--- src/design/bcr_defs.vh ---
// constants of the converter control register bank
`ifndef BCR_DEFS_VH
`define BCR_DEFS_VH
`define BCR_ADDR_OPCTL 8'h14
`define BCR_ADDR_STAGE 8'h15
`define BCR_ADDR_LIMIT 8'h16
`define BCR_RST_OPCTL 8'h00
`define BCR_RST_STAGE 8'h80
`define BCR_RST_LIMIT 8'h02
`define BCR_OPCTL_MASK 8'hf1
`define BCR_STAGE_MASK 8'hf0
`define BCR_BIT_LOW_PWM 7
`define BCR_BIT_HIGH_PWM 6
`define BCR_BIT_RAMP 5
`define BCR_BIT_SLEEP 4
`define BCR_BIT_GATING 0
`define BCR_BIT_RELOAD 2
`define BCR_BIT_INDIC 1
`define BCR_BIT_RESTART 0
`define BCR_STAGE_MAX 4'h8
`endif

--- src/design/bcr_sync.v ---
// two flip-flop synchroniser for pin levels
`timescale 1ns/1ps
`default_nettype none
module bcr_sync #(
  parameter WIDTH = 1
) (
  input wire i_clk,
  input wire i_rstn,
  input wire [WIDTH-1:0] i_async,
  output reg [WIDTH-1:0] o_sync
);
  reg [WIDTH-1:0] meta;

  // first stage is read only by the second
  always @(posedge i_clk or negedge i_rstn) begin
    if (!i_rstn) begin
      meta <= {WIDTH{1'b0}};
      o_sync <= {WIDTH{1'b0}};
    end else begin
      meta <= i_async;
      o_sync <= meta;
    end
  end
endmodule
`default_nettype wire

--- src/design/bcr_regs.v ---
// control register bank of the step-down converter
`timescale 1ns/1ps
`default_nettype none
`include "bcr_defs.vh"
module bcr_regs (
  input wire i_ref_clk,
  input wire i_rstn,
  input wire i_wr_en,
  input wire i_rd_en,
  input wire [7:0] i_addr,
  input wire [7:0] i_wdata,
  input wire i_enable_pin,
  input wire i_select_pin,
  input wire i_ramp_active,
  input wire i_thermal_shutdown,
  output reg [7:0] o_rdata,
  output reg o_rd_valid,
  output reg o_select_internal,
  output reg o_forced_pwm,
  output reg o_sleep_forced,
  output reg o_low_quiescent,
  output reg [3:0] o_stage_count,
  output reg [8:0] o_stage_enable,
  output reg [1:0] o_coil_current_limit,
  output reg [1:0] o_thermal_prewarn_level,
  output reg o_power_on,
  output reg o_restart_pulse
);
  // -----------------------------------------------------------------
  // reset release and pin synchronisation
  // -----------------------------------------------------------------
  reg [1:0] rst_pipe;
  wire rstn = rst_pipe[1];
  wire [2:0] pins_s;

  // reset applied at once, released two edges after the pin
  always @(posedge i_ref_clk or negedge i_rstn) begin
    if (!i_rstn) begin
      rst_pipe <= 2'b00;
    end else begin
      rst_pipe <= {rst_pipe[0], 1'b1};
    end
  end

  // pins cross into the clock domain here
  bcr_sync #(.WIDTH(3)) u_sync (
    .i_clk(i_ref_clk),
    .i_rstn(rstn),
    .i_async({i_thermal_shutdown, i_select_pin, i_enable_pin}),
    .o_sync(pins_s)
  );

  wire en_s = pins_s[0];
  wire sel_s = pins_s[1];
  wire overheat_s = pins_s[2];

  // -----------------------------------------------------------------
  // registers
  // -----------------------------------------------------------------
  reg [7:0] opctl;
  reg [7:0] stage;
  reg [7:0] limit;
  reg overheat_prev;

  // clamp codes above eight to nine modules
  function [3:0] bcr_clamp;
    input [3:0] code;
    begin
      bcr_clamp = (code > `BCR_STAGE_MAX) ? `BCR_STAGE_MAX : code;
    end
  endfunction

  // thermometer enable of output stages
  function [8:0] bcr_therm;
    input [3:0] n;
    integer k;
    begin
      for (k = 0; k < 9; k = k + 1) begin
        bcr_therm[k] = (k <= n);
      end
    end
  endfunction

  // one strobe per register; unmapped addresses hit nothing
  wire wr_opctl = i_wr_en && (i_addr == `BCR_ADDR_OPCTL);
  wire wr_stage = i_wr_en && (i_addr == `BCR_ADDR_STAGE);
  wire wr_limit = i_wr_en && (i_addr == `BCR_ADDR_LIMIT);
  // reload takes the whole bank back to defaults, data ignored
  wire reload = wr_limit && i_wdata[`BCR_BIT_RELOAD];

  // register writes; reload restores defaults, indicator set
  always @(posedge i_ref_clk or negedge rstn) begin
    if (!rstn) begin
      opctl <= `BCR_RST_OPCTL;
      stage <= `BCR_RST_STAGE;
      limit <= `BCR_RST_LIMIT;
    end else if (reload) begin
      opctl <= `BCR_RST_OPCTL;
      stage <= `BCR_RST_STAGE;
      limit <= `BCR_RST_LIMIT;
    end else if (i_wr_en) begin
      if (wr_opctl) begin
        opctl <= i_wdata & `BCR_OPCTL_MASK;
      end
      if (wr_stage) begin
        stage <= i_wdata & `BCR_STAGE_MASK;
      end
      if (wr_limit) begin
        // reload bit never stored, so it reads back as 0
        limit <= {i_wdata[7:3], 1'b0, i_wdata[1:0]};
      end
    end
  end

  // read port, unmapped addresses read zero
  always @(posedge i_ref_clk or negedge rstn) begin
    if (!rstn) begin
      o_rdata <= 8'h00;
      o_rd_valid <= 1'b0;
    end else begin
      o_rd_valid <= i_rd_en;
      if (!i_rd_en) begin
        o_rdata <= 8'h00;
      end else begin
        case (i_addr)
          `BCR_ADDR_OPCTL: o_rdata <= opctl;
          `BCR_ADDR_STAGE: o_rdata <= stage;
          `BCR_ADDR_LIMIT: o_rdata <= limit;
          default: o_rdata <= 8'h00;
        endcase
      end
    end
  end

  // -----------------------------------------------------------------
  // operating mode outputs
  // -----------------------------------------------------------------
  wire next_sel = opctl[`BCR_BIT_GATING] & sel_s;
  wire both_low = !en_s && !sel_s;
  reg next_forced_pwm;

  // mode pick; a running ramp overrides the per-select bits
  always @* begin
    next_forced_pwm = opctl[`BCR_BIT_LOW_PWM];
    if (i_ramp_active) begin
      next_forced_pwm = opctl[`BCR_BIT_RAMP];
    end else if (next_sel) begin
      next_forced_pwm = opctl[`BCR_BIT_HIGH_PWM];
    end
  end

  // gated select and the mode it picks
  always @(posedge i_ref_clk or negedge rstn) begin
    if (!rstn) begin
      o_select_internal <= 1'b0;
      o_forced_pwm <= 1'b0;
    end else begin
      o_select_internal <= next_sel;
      o_forced_pwm <= next_forced_pwm;
    end
  end

  // sleep policy only applies while both pins are low
  always @(posedge i_ref_clk or negedge rstn) begin
    if (!rstn) begin
      o_sleep_forced <= 1'b0;
      o_low_quiescent <= 1'b0;
    end else begin
      o_sleep_forced <= both_low && opctl[`BCR_BIT_SLEEP];
      o_low_quiescent <= both_low && !opctl[`BCR_BIT_SLEEP];
    end
  end

  // -----------------------------------------------------------------
  // output stages and limits
  // -----------------------------------------------------------------
  wire [3:0] stage_code = stage[7:4];

  // count and enables share one clamp so they never disagree
  always @(posedge i_ref_clk or negedge rstn) begin
    if (!rstn) begin
      o_stage_count <= 4'h0;
      o_stage_enable <= 9'h000;
    end else begin
      o_stage_count <= bcr_clamp(stage_code);
      o_stage_enable <= bcr_therm(bcr_clamp(stage_code));
    end
  end

  // limit codes passed on as codes; the analog side maps them
  always @(posedge i_ref_clk or negedge rstn) begin
    if (!rstn) begin
      o_coil_current_limit <= 2'b00;
      o_thermal_prewarn_level <= 2'b00;
    end else begin
      o_coil_current_limit <= limit[7:6];
      o_thermal_prewarn_level <= limit[5:4];
    end
  end

  // -----------------------------------------------------------------
  // thermal shutdown and restart
  // -----------------------------------------------------------------
  // end of an overheat spell, seen one cycle after the flag drops
  wire overheat_fall = overheat_prev && !overheat_s;

  // power off while hot; without the restart bit it stays off
  always @(posedge i_ref_clk or negedge rstn) begin
    if (!rstn) begin
      overheat_prev <= 1'b0;
      o_power_on <= 1'b1;
      o_restart_pulse <= 1'b0;
    end else begin
      overheat_prev <= overheat_s;
      o_restart_pulse <= 1'b0;
      if (overheat_s) begin
        o_power_on <= 1'b0;
      end else if (overheat_fall && limit[`BCR_BIT_RESTART]) begin
        // registers kept, new power-up started
        o_power_on <= 1'b1;
        o_restart_pulse <= 1'b1;
      end
    end
  end
endmodule
`default_nettype wire

--- config.mk ---
export PLATFORM = sky130hd
export DESIGN_NAME = bcr_regs
export DESIGN_NICKNAME = d
export VERILOG_FILES = /design/src/design/bcr_sync.v /design/src/design/bcr_regs.v
export VERILOG_INCLUDE_DIRS = /design/src /design/src/design
export SDC_FILE = /design/constraint.sdc
export NUM_CORES = 1
export LEC_CHECK = 0
export BUFFER_PORTS_ARGS = -buffer_cell sky130_fd_sc_hd__buf_2
export CAP_MARGIN = 20
export CORE_ASPECT_RATIO = 0.8
export CORE_MARGIN = 4
export CORE_UTILIZATION = 55
export CTS_CLUSTER_SIZE = 30
export DETAILED_ROUTE_END_ITERATION = 7
export PLACE_DENSITY = 0.83
export RECOVER_POWER = 100
export SLEW_MARGIN = 20
export SYNTH_ARGS = -nofsm -noshare
export SYNTH_HDL_FRONTEND = slang
export SYNTH_HIERARCHICAL = 1
export SYNTH_SLANG_ARGS = --single-unit
--- constraint.sdc ---
create_clock -name i_ref_clk -period 2.6 [get_ports i_ref_clk]
set_input_delay 0.26 -clock i_ref_clk [delete_from_list [all_inputs] [get_ports i_ref_clk]]
set_output_delay 0.26 -clock i_ref_clk [all_outputs]
set_load 0.02 [all_outputs]
* Word-level counts from Yosys, hierarchy flattened
Index checks and enable logic that the tools add are counted.
** Word-level totals
- Word-level logic and storage cells :: 71
- Flip-flop bits (word level) :: 65
- Output and inout bits :: 32
** Cells by class
- Equality and inequality tests :: 3
- Magnitude comparators :: 9
- Bitwise logic cells :: 1
- Mux-type cells :: 18
- Reductions and logical operators :: 21
** Operator list (count)
- $mux 8 :: 10
- $eq 8x5->1 const B :: 3
- $pmux 8 s3 :: 1
- $le 3x4->1 const A :: 4
- $reduce_bool 2->1 :: 5
- $logic_and 1x1->1 :: 9
- $le 2x4->1 const A :: 2
- $mux 1 :: 6
- $reduce_and 2->1 :: 3
- $gt 4x4->1 const B :: 1
- $le 1x4->1 const A :: 1
- $le 4x4->1 const A :: 1
- $logic_not 1->1 :: 4
- $mux 4 :: 1
- $and 1x1->1 :: 1

* Depth between registers and ports, before layout
- Word-level depth :: 5
- Depth in mapped cells :: 5
- Gate-level depth less buffers :: 3

* By module
Netlist, hierarchy kept.
** Modules (own cells, without submodules)
- bcr_regs :: cells an instance 142, times used 1, area each 1911.8 um^2
- bcr_sync :: cells an instance 6, times used 1, area each 150.1 um^2

* Worst setup path before layout
OpenSTA, ideal clock, no wires.
- Kind :: input to register
- Start :: input i_addr[5]
- End :: register opctl[0]
- Arrival time :: 1183 ps
- Cell stages on the path :: 4
- Required time :: 2479 ps
- Path slack :: 1296 ps
- Path buffers :: 1
- Setup time :: 121 ps
- Path through :: and4bb_2 > buf_4 > o2111ai_1 > a22o_2
** Between the ends
- Cells in the longest elaborated chain, start to end :: 5
- Elaborated cells on any way between the ends :: 9
** RTL lines
- from (decl) :: RTL line bcr_regs.v:10 : input wire [7:0] i_addr,
- $eq 8x5->1
- $logic_and 1x1->1 :: RTL line bcr_regs.v:87 : wire wr_limit = i_wr_en && (i_addr == `BCR_ADDR_LIMIT);
- $logic_and 1x1->1 :: RTL line bcr_regs.v:89 : wire reload = wr_limit && i_wdata[`BCR_BIT_RELOAD];
- $reduce_bool 2->1 (no line)
- $reduce_and 2->1 (no line)
- to (signal assigned) :: RTL line bcr_regs.v:94 : opctl <= `BCR_RST_OPCTL;
- to (signal assigned) :: RTL line bcr_regs.v:98 : opctl <= `BCR_RST_OPCTL;
- to (signal assigned) :: RTL line bcr_regs.v:103 : opctl <= i_wdata & `BCR_OPCTL_MASK;
- to (decl) :: RTL line bcr_regs.v:60 : reg [7:0] opctl;
Several ways; a longest one is shown, not always the timed one.
A chain may end at the register's enable or synchronous reset.

* Worst setup path after layout
- Start :: input i_addr[1]
- End :: register limit[0]
** Between the ends
- Cells in the longest elaborated chain, start to end :: 5
- Elaborated cells on any way between the ends :: 7
** RTL lines
- $eq 8x5->1 *
- $logic_and 1x1->1 * :: RTL line bcr_regs.v:87
- $logic_and 1x1->1 :: RTL line bcr_regs.v:89
- $reduce_bool 2->1 (no line)
- $reduce_and 2->1 (no line)
- to (signal assigned) :: RTL line bcr_regs.v:96 : limit <= `BCR_RST_LIMIT;
- to (signal assigned) :: RTL line bcr_regs.v:100 : limit <= `BCR_RST_LIMIT;
- to (signal assigned) :: RTL line bcr_regs.v:110 : limit <= {i_wdata[7:3], 1'b0, i_wdata[1:0]};
- to (decl) :: RTL line bcr_regs.v:62 : reg [7:0] limit;
Mark *: on every way between the ends. The rest lies on a longest branch, timed or not.

==> report_table.html <==
<table>
<tr><th>Metric</th><th>Value</th></tr>
<tr><th colspan="2">Setup path</th></tr>
<tr><td>Worst-path maximum fanout</td><td>8</td></tr>
<tr><td>Endpoint of the most critical register-to-register path</td><td>o_stage_enable[1]</td></tr>
<tr><td>Internal reg-to-reg setup slack</td><td>1.35 ns</td></tr>
<tr><td>Kind of critical path</td><td>primary input to register</td></tr>
<tr><td>Critical path startpoint</td><td>i_addr[1]</td></tr>
<tr><td>R2r startpoint</td><td>stage[7]</td></tr>
<tr><td>Data required time at the worst endpoint</td><td>roughly 2.8 ns</td></tr>
<tr><td>Critical path startpoint category</td><td>primary input</td></tr>
<tr><td>Arrival time worst endpoint</td><td>1.82 ns</td></tr>
<tr><td>Setup crit end kind</td><td>register</td></tr>
<tr><td>Number of cells on the worst reg-to-reg path</td><td>2</td></tr>
<tr><th colspan="2">Global routing</th></tr>
<tr><td>Largest net degree at the start of global routing</td><td>54</td></tr>
<tr><td>Remaining global-route overflow</td><td>0</td></tr>
<tr><td>Vias in the first global route</td><td>approximately 1.5k</td></tr>
<tr><td>Initial antenna violation count</td><td>0</td></tr>
<tr><td>Aggregate global-route resource usage</td><td>0.188</td></tr>
<tr><td>Wire length of the first global-routing pass</td><td>6.89 mm</td></tr>
<tr><th colspan="2">Timing</th></tr>
<tr><td>Max Clock Skew</td><td>0.0106 ns</td></tr>
<tr><td>Total negative slack for setup checks</td><td>0 ns</td></tr>
<tr><td>Transition at the pin with the smallest max-transition slack</td><td>0.652 ns</td></tr>
<tr><td>Final Max Tran Viols</td><td>0</td></tr>
<tr><td>Final setup margin</td><td>0.979 ns</td></tr>
<tr><td>Peak Freq</td><td>617 MHz</td></tr>
<tr><td>Final hold vios</td><td>0</td></tr>
<tr><td>Total setup violations reported at the end of the flow</td><td>0</td></tr>
<tr><td>Worst hold slack</td><td>around 0.053 ns</td></tr>
<tr><td>Unrepaired setup endpoints after global routing</td><td>no</td></tr>
<tr><td>Clock period minus worst slack</td><td>1.62 ns</td></tr>
<tr><td>Portion of the clock cycle consumed by the worst path in the final layout</td><td>0.623</td></tr>
<tr><td>Tightest slew margin relative to the limit</td><td>0.565</td></tr>
<tr><th colspan="2">Placement</th></tr>
<tr><td>Placed cell count</td><td>around 240</td></tr>
<tr><td>Area post-placement</td><td>2340 um^2</td></tr>
<tr><td>Number of buffers added on ports</td><td>54</td></tr>
<tr><td>Setup WS pre-CTS</td><td>0.986 ns</td></tr>
<tr><td>Final HPWL from detailed placement</td><td>slightly below 3 mm</td></tr>
<tr><td>Final weighted congestion in routability-driven placement</td><td>around 0.90</td></tr>
<tr><th colspan="2">Synthesis</th></tr>
<tr><td>Top FF cell, synth</td><td>sky130_fd_sc_hd__dfrtp_1</td></tr>
<tr><td>Library cell occupying the most area in the post-synthesis netlist</td><td>sky130_fd_sc_hd__dfrtp_1</td></tr>
<tr><td>Sequential area share after synthesis</td><td>0.669</td></tr>
<tr><td>Proportion of netlist area held by the largest area contributor</td><td>0.631</td></tr>
<tr><td>Asr flop ratio synth</td><td>1.00</td></tr>
<tr><td>Number of flops mapped to enable cells by yosys</td><td>0</td></tr>
<tr><td>Mapped cell area</td><td>around 2100 um^2</td></tr>
<tr><td>Total of warnings raised by yosys</td><td>6</td></tr>
<tr><td>Most area-consuming cells after synthesis</td><td>sky130_fd_sc_hd__dfrtp_1 (63%), sky130_fd_sc_hd__mux2_2 (7.1%), sky130_fd_sc_hd__dfstp_2 (3.8%)</td></tr>
<tr><td>Mean area per synthesized cell</td><td>13.9 um^2</td></tr>
<tr><td>Mapped Cells</td><td>148</td></tr>
<tr><td>Flop and latch count out of synthesis</td><td>55</td></tr>
<tr><td>Synth unique cells</td><td>37</td></tr>
<tr><th colspan="2">Cells and area</th></tr>
<tr><td>Most common library cell in the layout ignoring fill and taps</td><td>sky130_fd_sc_hd__dfrtp_1</td></tr>
<tr><td>Commonest cells after routing, fill and taps aside</td><td>sky130_fd_sc_hd__dfrtp_1 (51), sky130_fd_sc_hd__clkbuf_1 (35), sky130_fd_sc_hd__buf_2 (19), sky130_fd_sc_hd__mux2_2 (13), sky130_fd_sc_hd__nor2b_1 (9)</td></tr>
<tr><td>Final cell area excluding filler cells</td><td>2380 um^2</td></tr>
<tr><td>Area growth syn-to-layout</td><td>15.4%</td></tr>
<tr><td>Utilization after layout</td><td>0.676</td></tr>
<tr><td>Ratio of cells with drive above 1 in the final layout</td><td>0.252</td></tr>
<tr><td>Final net count</td><td>226</td></tr>
<tr><td>Filler-free cell count of the finished design</td><td>244</td></tr>
<tr><td>Diodes inserted</td><td>0</td></tr>
<tr><th colspan="2">Power</th></tr>
<tr><td>Power share of the clock group</td><td>0.293</td></tr>
<tr><td>Internal power of the cells</td><td>1.14 mW</td></tr>
<tr><td>Worst ir drop on vdd</td><td>445 uV</td></tr>
<tr><td>PD cells</td><td>640 nW/um^2</td></tr>
<tr><td>Total power after layout</td><td>1.52 mW</td></tr>
<tr><td>Net load switching power</td><td>0.386 mW</td></tr>
<tr><td>Leakage power</td><td>1.16 nW</td></tr>
<tr><td>Sw Share</td><td>0.253</td></tr>
<tr><td>Combinational power share</td><td>0.092</td></tr>
<tr><td>Seq pwr share</td><td>0.614</td></tr>
<tr><th colspan="2">Floorplan</th></tr>
<tr><td>I/O pin count</td><td>56</td></tr>
<tr><td>Starting density of the core</td><td>0.586</td></tr>
<tr><td>Vertical extent of the die</td><td>62.8 um</td></tr>
<tr><td>Row Count</td><td>19</td></tr>
<tr><td>Die width</td><td>about 76 um</td></tr>
<tr><td>Core box area</td><td>3520 um^2</td></tr>
<tr><td>Die area</td><td>4800 um^2</td></tr>
<tr><th colspan="2">Status</th></tr>
<tr><td>Status</td><td>complete, no violations</td></tr>
<tr><th colspan="2">Clocking</th></tr>
<tr><td>Clock tree from TritonCTS</td><td>yes</td></tr>
<tr><td>Latest clock arrival within the worst-skew pair</td><td>0.31 ns</td></tr>
<tr><td>CTS H-tree lvls</td><td>2</td></tr>
<tr><td>Maximum number of buffers from clock root to sink</td><td>2</td></tr>
<tr><td>Clk Tree Root Cell</td><td>sky130_fd_sc_hd__clkbuf_8</td></tr>
<tr><td>TritonCTS sink count</td><td>55</td></tr>
<tr><td>Total CTS buffers</td><td>5</td></tr>
<tr><td>Clock-pin slew reported for the worst setup and hold paths after clock tree synthesis</td><td>0.09 ns</td></tr>
<tr><th colspan="2">Route</th></tr>
<tr><td>Total number of vias</td><td>1376</td></tr>
<tr><td>Post-Route WL</td><td>4.07 mm</td></tr>
<tr><td>DRC</td><td>0</td></tr>
<tr><td>Drt via density</td><td>~5.6</td></tr>
<tr><td>First drt pass iteration count</td><td>4</td></tr>
<tr><td>Routed length per placed instance</td><td>16.7 um</td></tr>
<tr><td>Count of nets left with antenna violations after detail routing</td><td>0</td></tr>
<tr><td>Count of routing violations after the opening detailed-route iteration</td><td>152</td></tr>
<tr><th colspan="2">Job</th></tr>
<tr><td>Max-cap check violation count</td><td>0</td></tr>
<tr><th colspan="2">Worst hold path</th></tr>
<tr><td>Hold/Removal Path Class</td><td>primary input to register</td></tr>
<tr><td>Hold worst-path end</td><td>u_sync/meta[2]</td></tr>
<tr><td>Hold path depth</td><td>1</td></tr>
<tr><td>HP Start</td><td>i_thermal_shutdown</td></tr>
</table>
## power groups by stage
stage	clock, mW	sequential, mW	combinational, mW
after global routing	0.488	0.946	0.153
after global placement	0	0.949	0.143
after detailed placement	0	0.953	0.149
after CTS	0.454	0.936	0.151
final	0.447	0.935	0.140
after floorplan	0	0.973	0.0658
## layout make-up
class,count,area (um^2)
Clock inverter,2,13.8
Inverter,6,22.5
Timing Repair Buffer,55,236
Sequential cell,55,1380
Clock buffer,5,68.8
Multi-Input combinational cell,79,601
Fill cell,295,1140
Tap cell,42,52.6
## timing repair
action,in CTS,in global routing
hold buffers,1,0
setup buffers,0,0
hold endpoints to repair,2,0
gates resized for setup,0,0
## how the worst max path moves through the flow
stage | to | slack (ns) | cells past startpoint
after floorplan | limit[0] | 0.96 | 0
after global placement | limit[0] | 1.10 | 4
after detailed placement | limit[0] | 0.99 | 4
after CTS | limit[0] | 1.31 | 4
after global routing | limit[0] | 0.89 | 4
final | limit[0] | 0.98 | 4
## per-layer routing
layer	GRT usage	routed length [um]	part of all wire	vias up
li1	-	-	-	612
met1	0.234	1630	0.40	676
met2	0.295	1970	0.48	73
met3	0.0490	340	0.083	15
met4	0.118	137	0.034	0
met5	0	0	0	-
## flip-flops by register name, indices dropped and copies added, names as in the netlist, 2 cells and up
register,flops
o_stage_enable,8
o_rdata,7
u_sync/meta,3
o_stage_count,4
stage,4
u_sync/o_sync,3
limit,7
opctl,5
o_thermal_prewarn_level,2
rst_pipe,2
o_coil_current_limit,2
## cells in the mapped netlist, drive strengths merged (2+ instances only)
cell type and number:
dfrtp 52, a22oi 3, mux2 13, a22o 5, conb 2, a31o 2, nor3 2, inv 6
or3 2, nand3 3, nor2b 9, a21o 3, nor3b 2, dfstp 3, nor2 7, buf 5
o21ai 2, and3 4, mux2i 3, a41oi 2, nand2 3, clkbuf 4
## worst max-delay path, stage by stage
cell	delay, ns
sky130_fd_sc_hd__clkbuf_1	0.34
sky130_fd_sc_hd__nor2b_1	0.46
sky130_fd_sc_hd__nand3_1	0.37
sky130_fd_sc_hd__mux2_2	0.37
## cell families (layout without fill, tap and decap cells)
kind of cell | count (synthesis) | count (layout) | share of synthesized area
DFF | 55 | 55 | 0.669
other | 2 | 3 | 0.00364
AOI/OAI and AO/OA | 21 | 21 | 0.0843
buffers and inverters | 15 | 68 | 0.0352
muxes | 16 | 16 | 0.0856
and+or+nand+nor | 39 | 39 | 0.122
No activity file was read; power rests on OpenSTA's default activity.
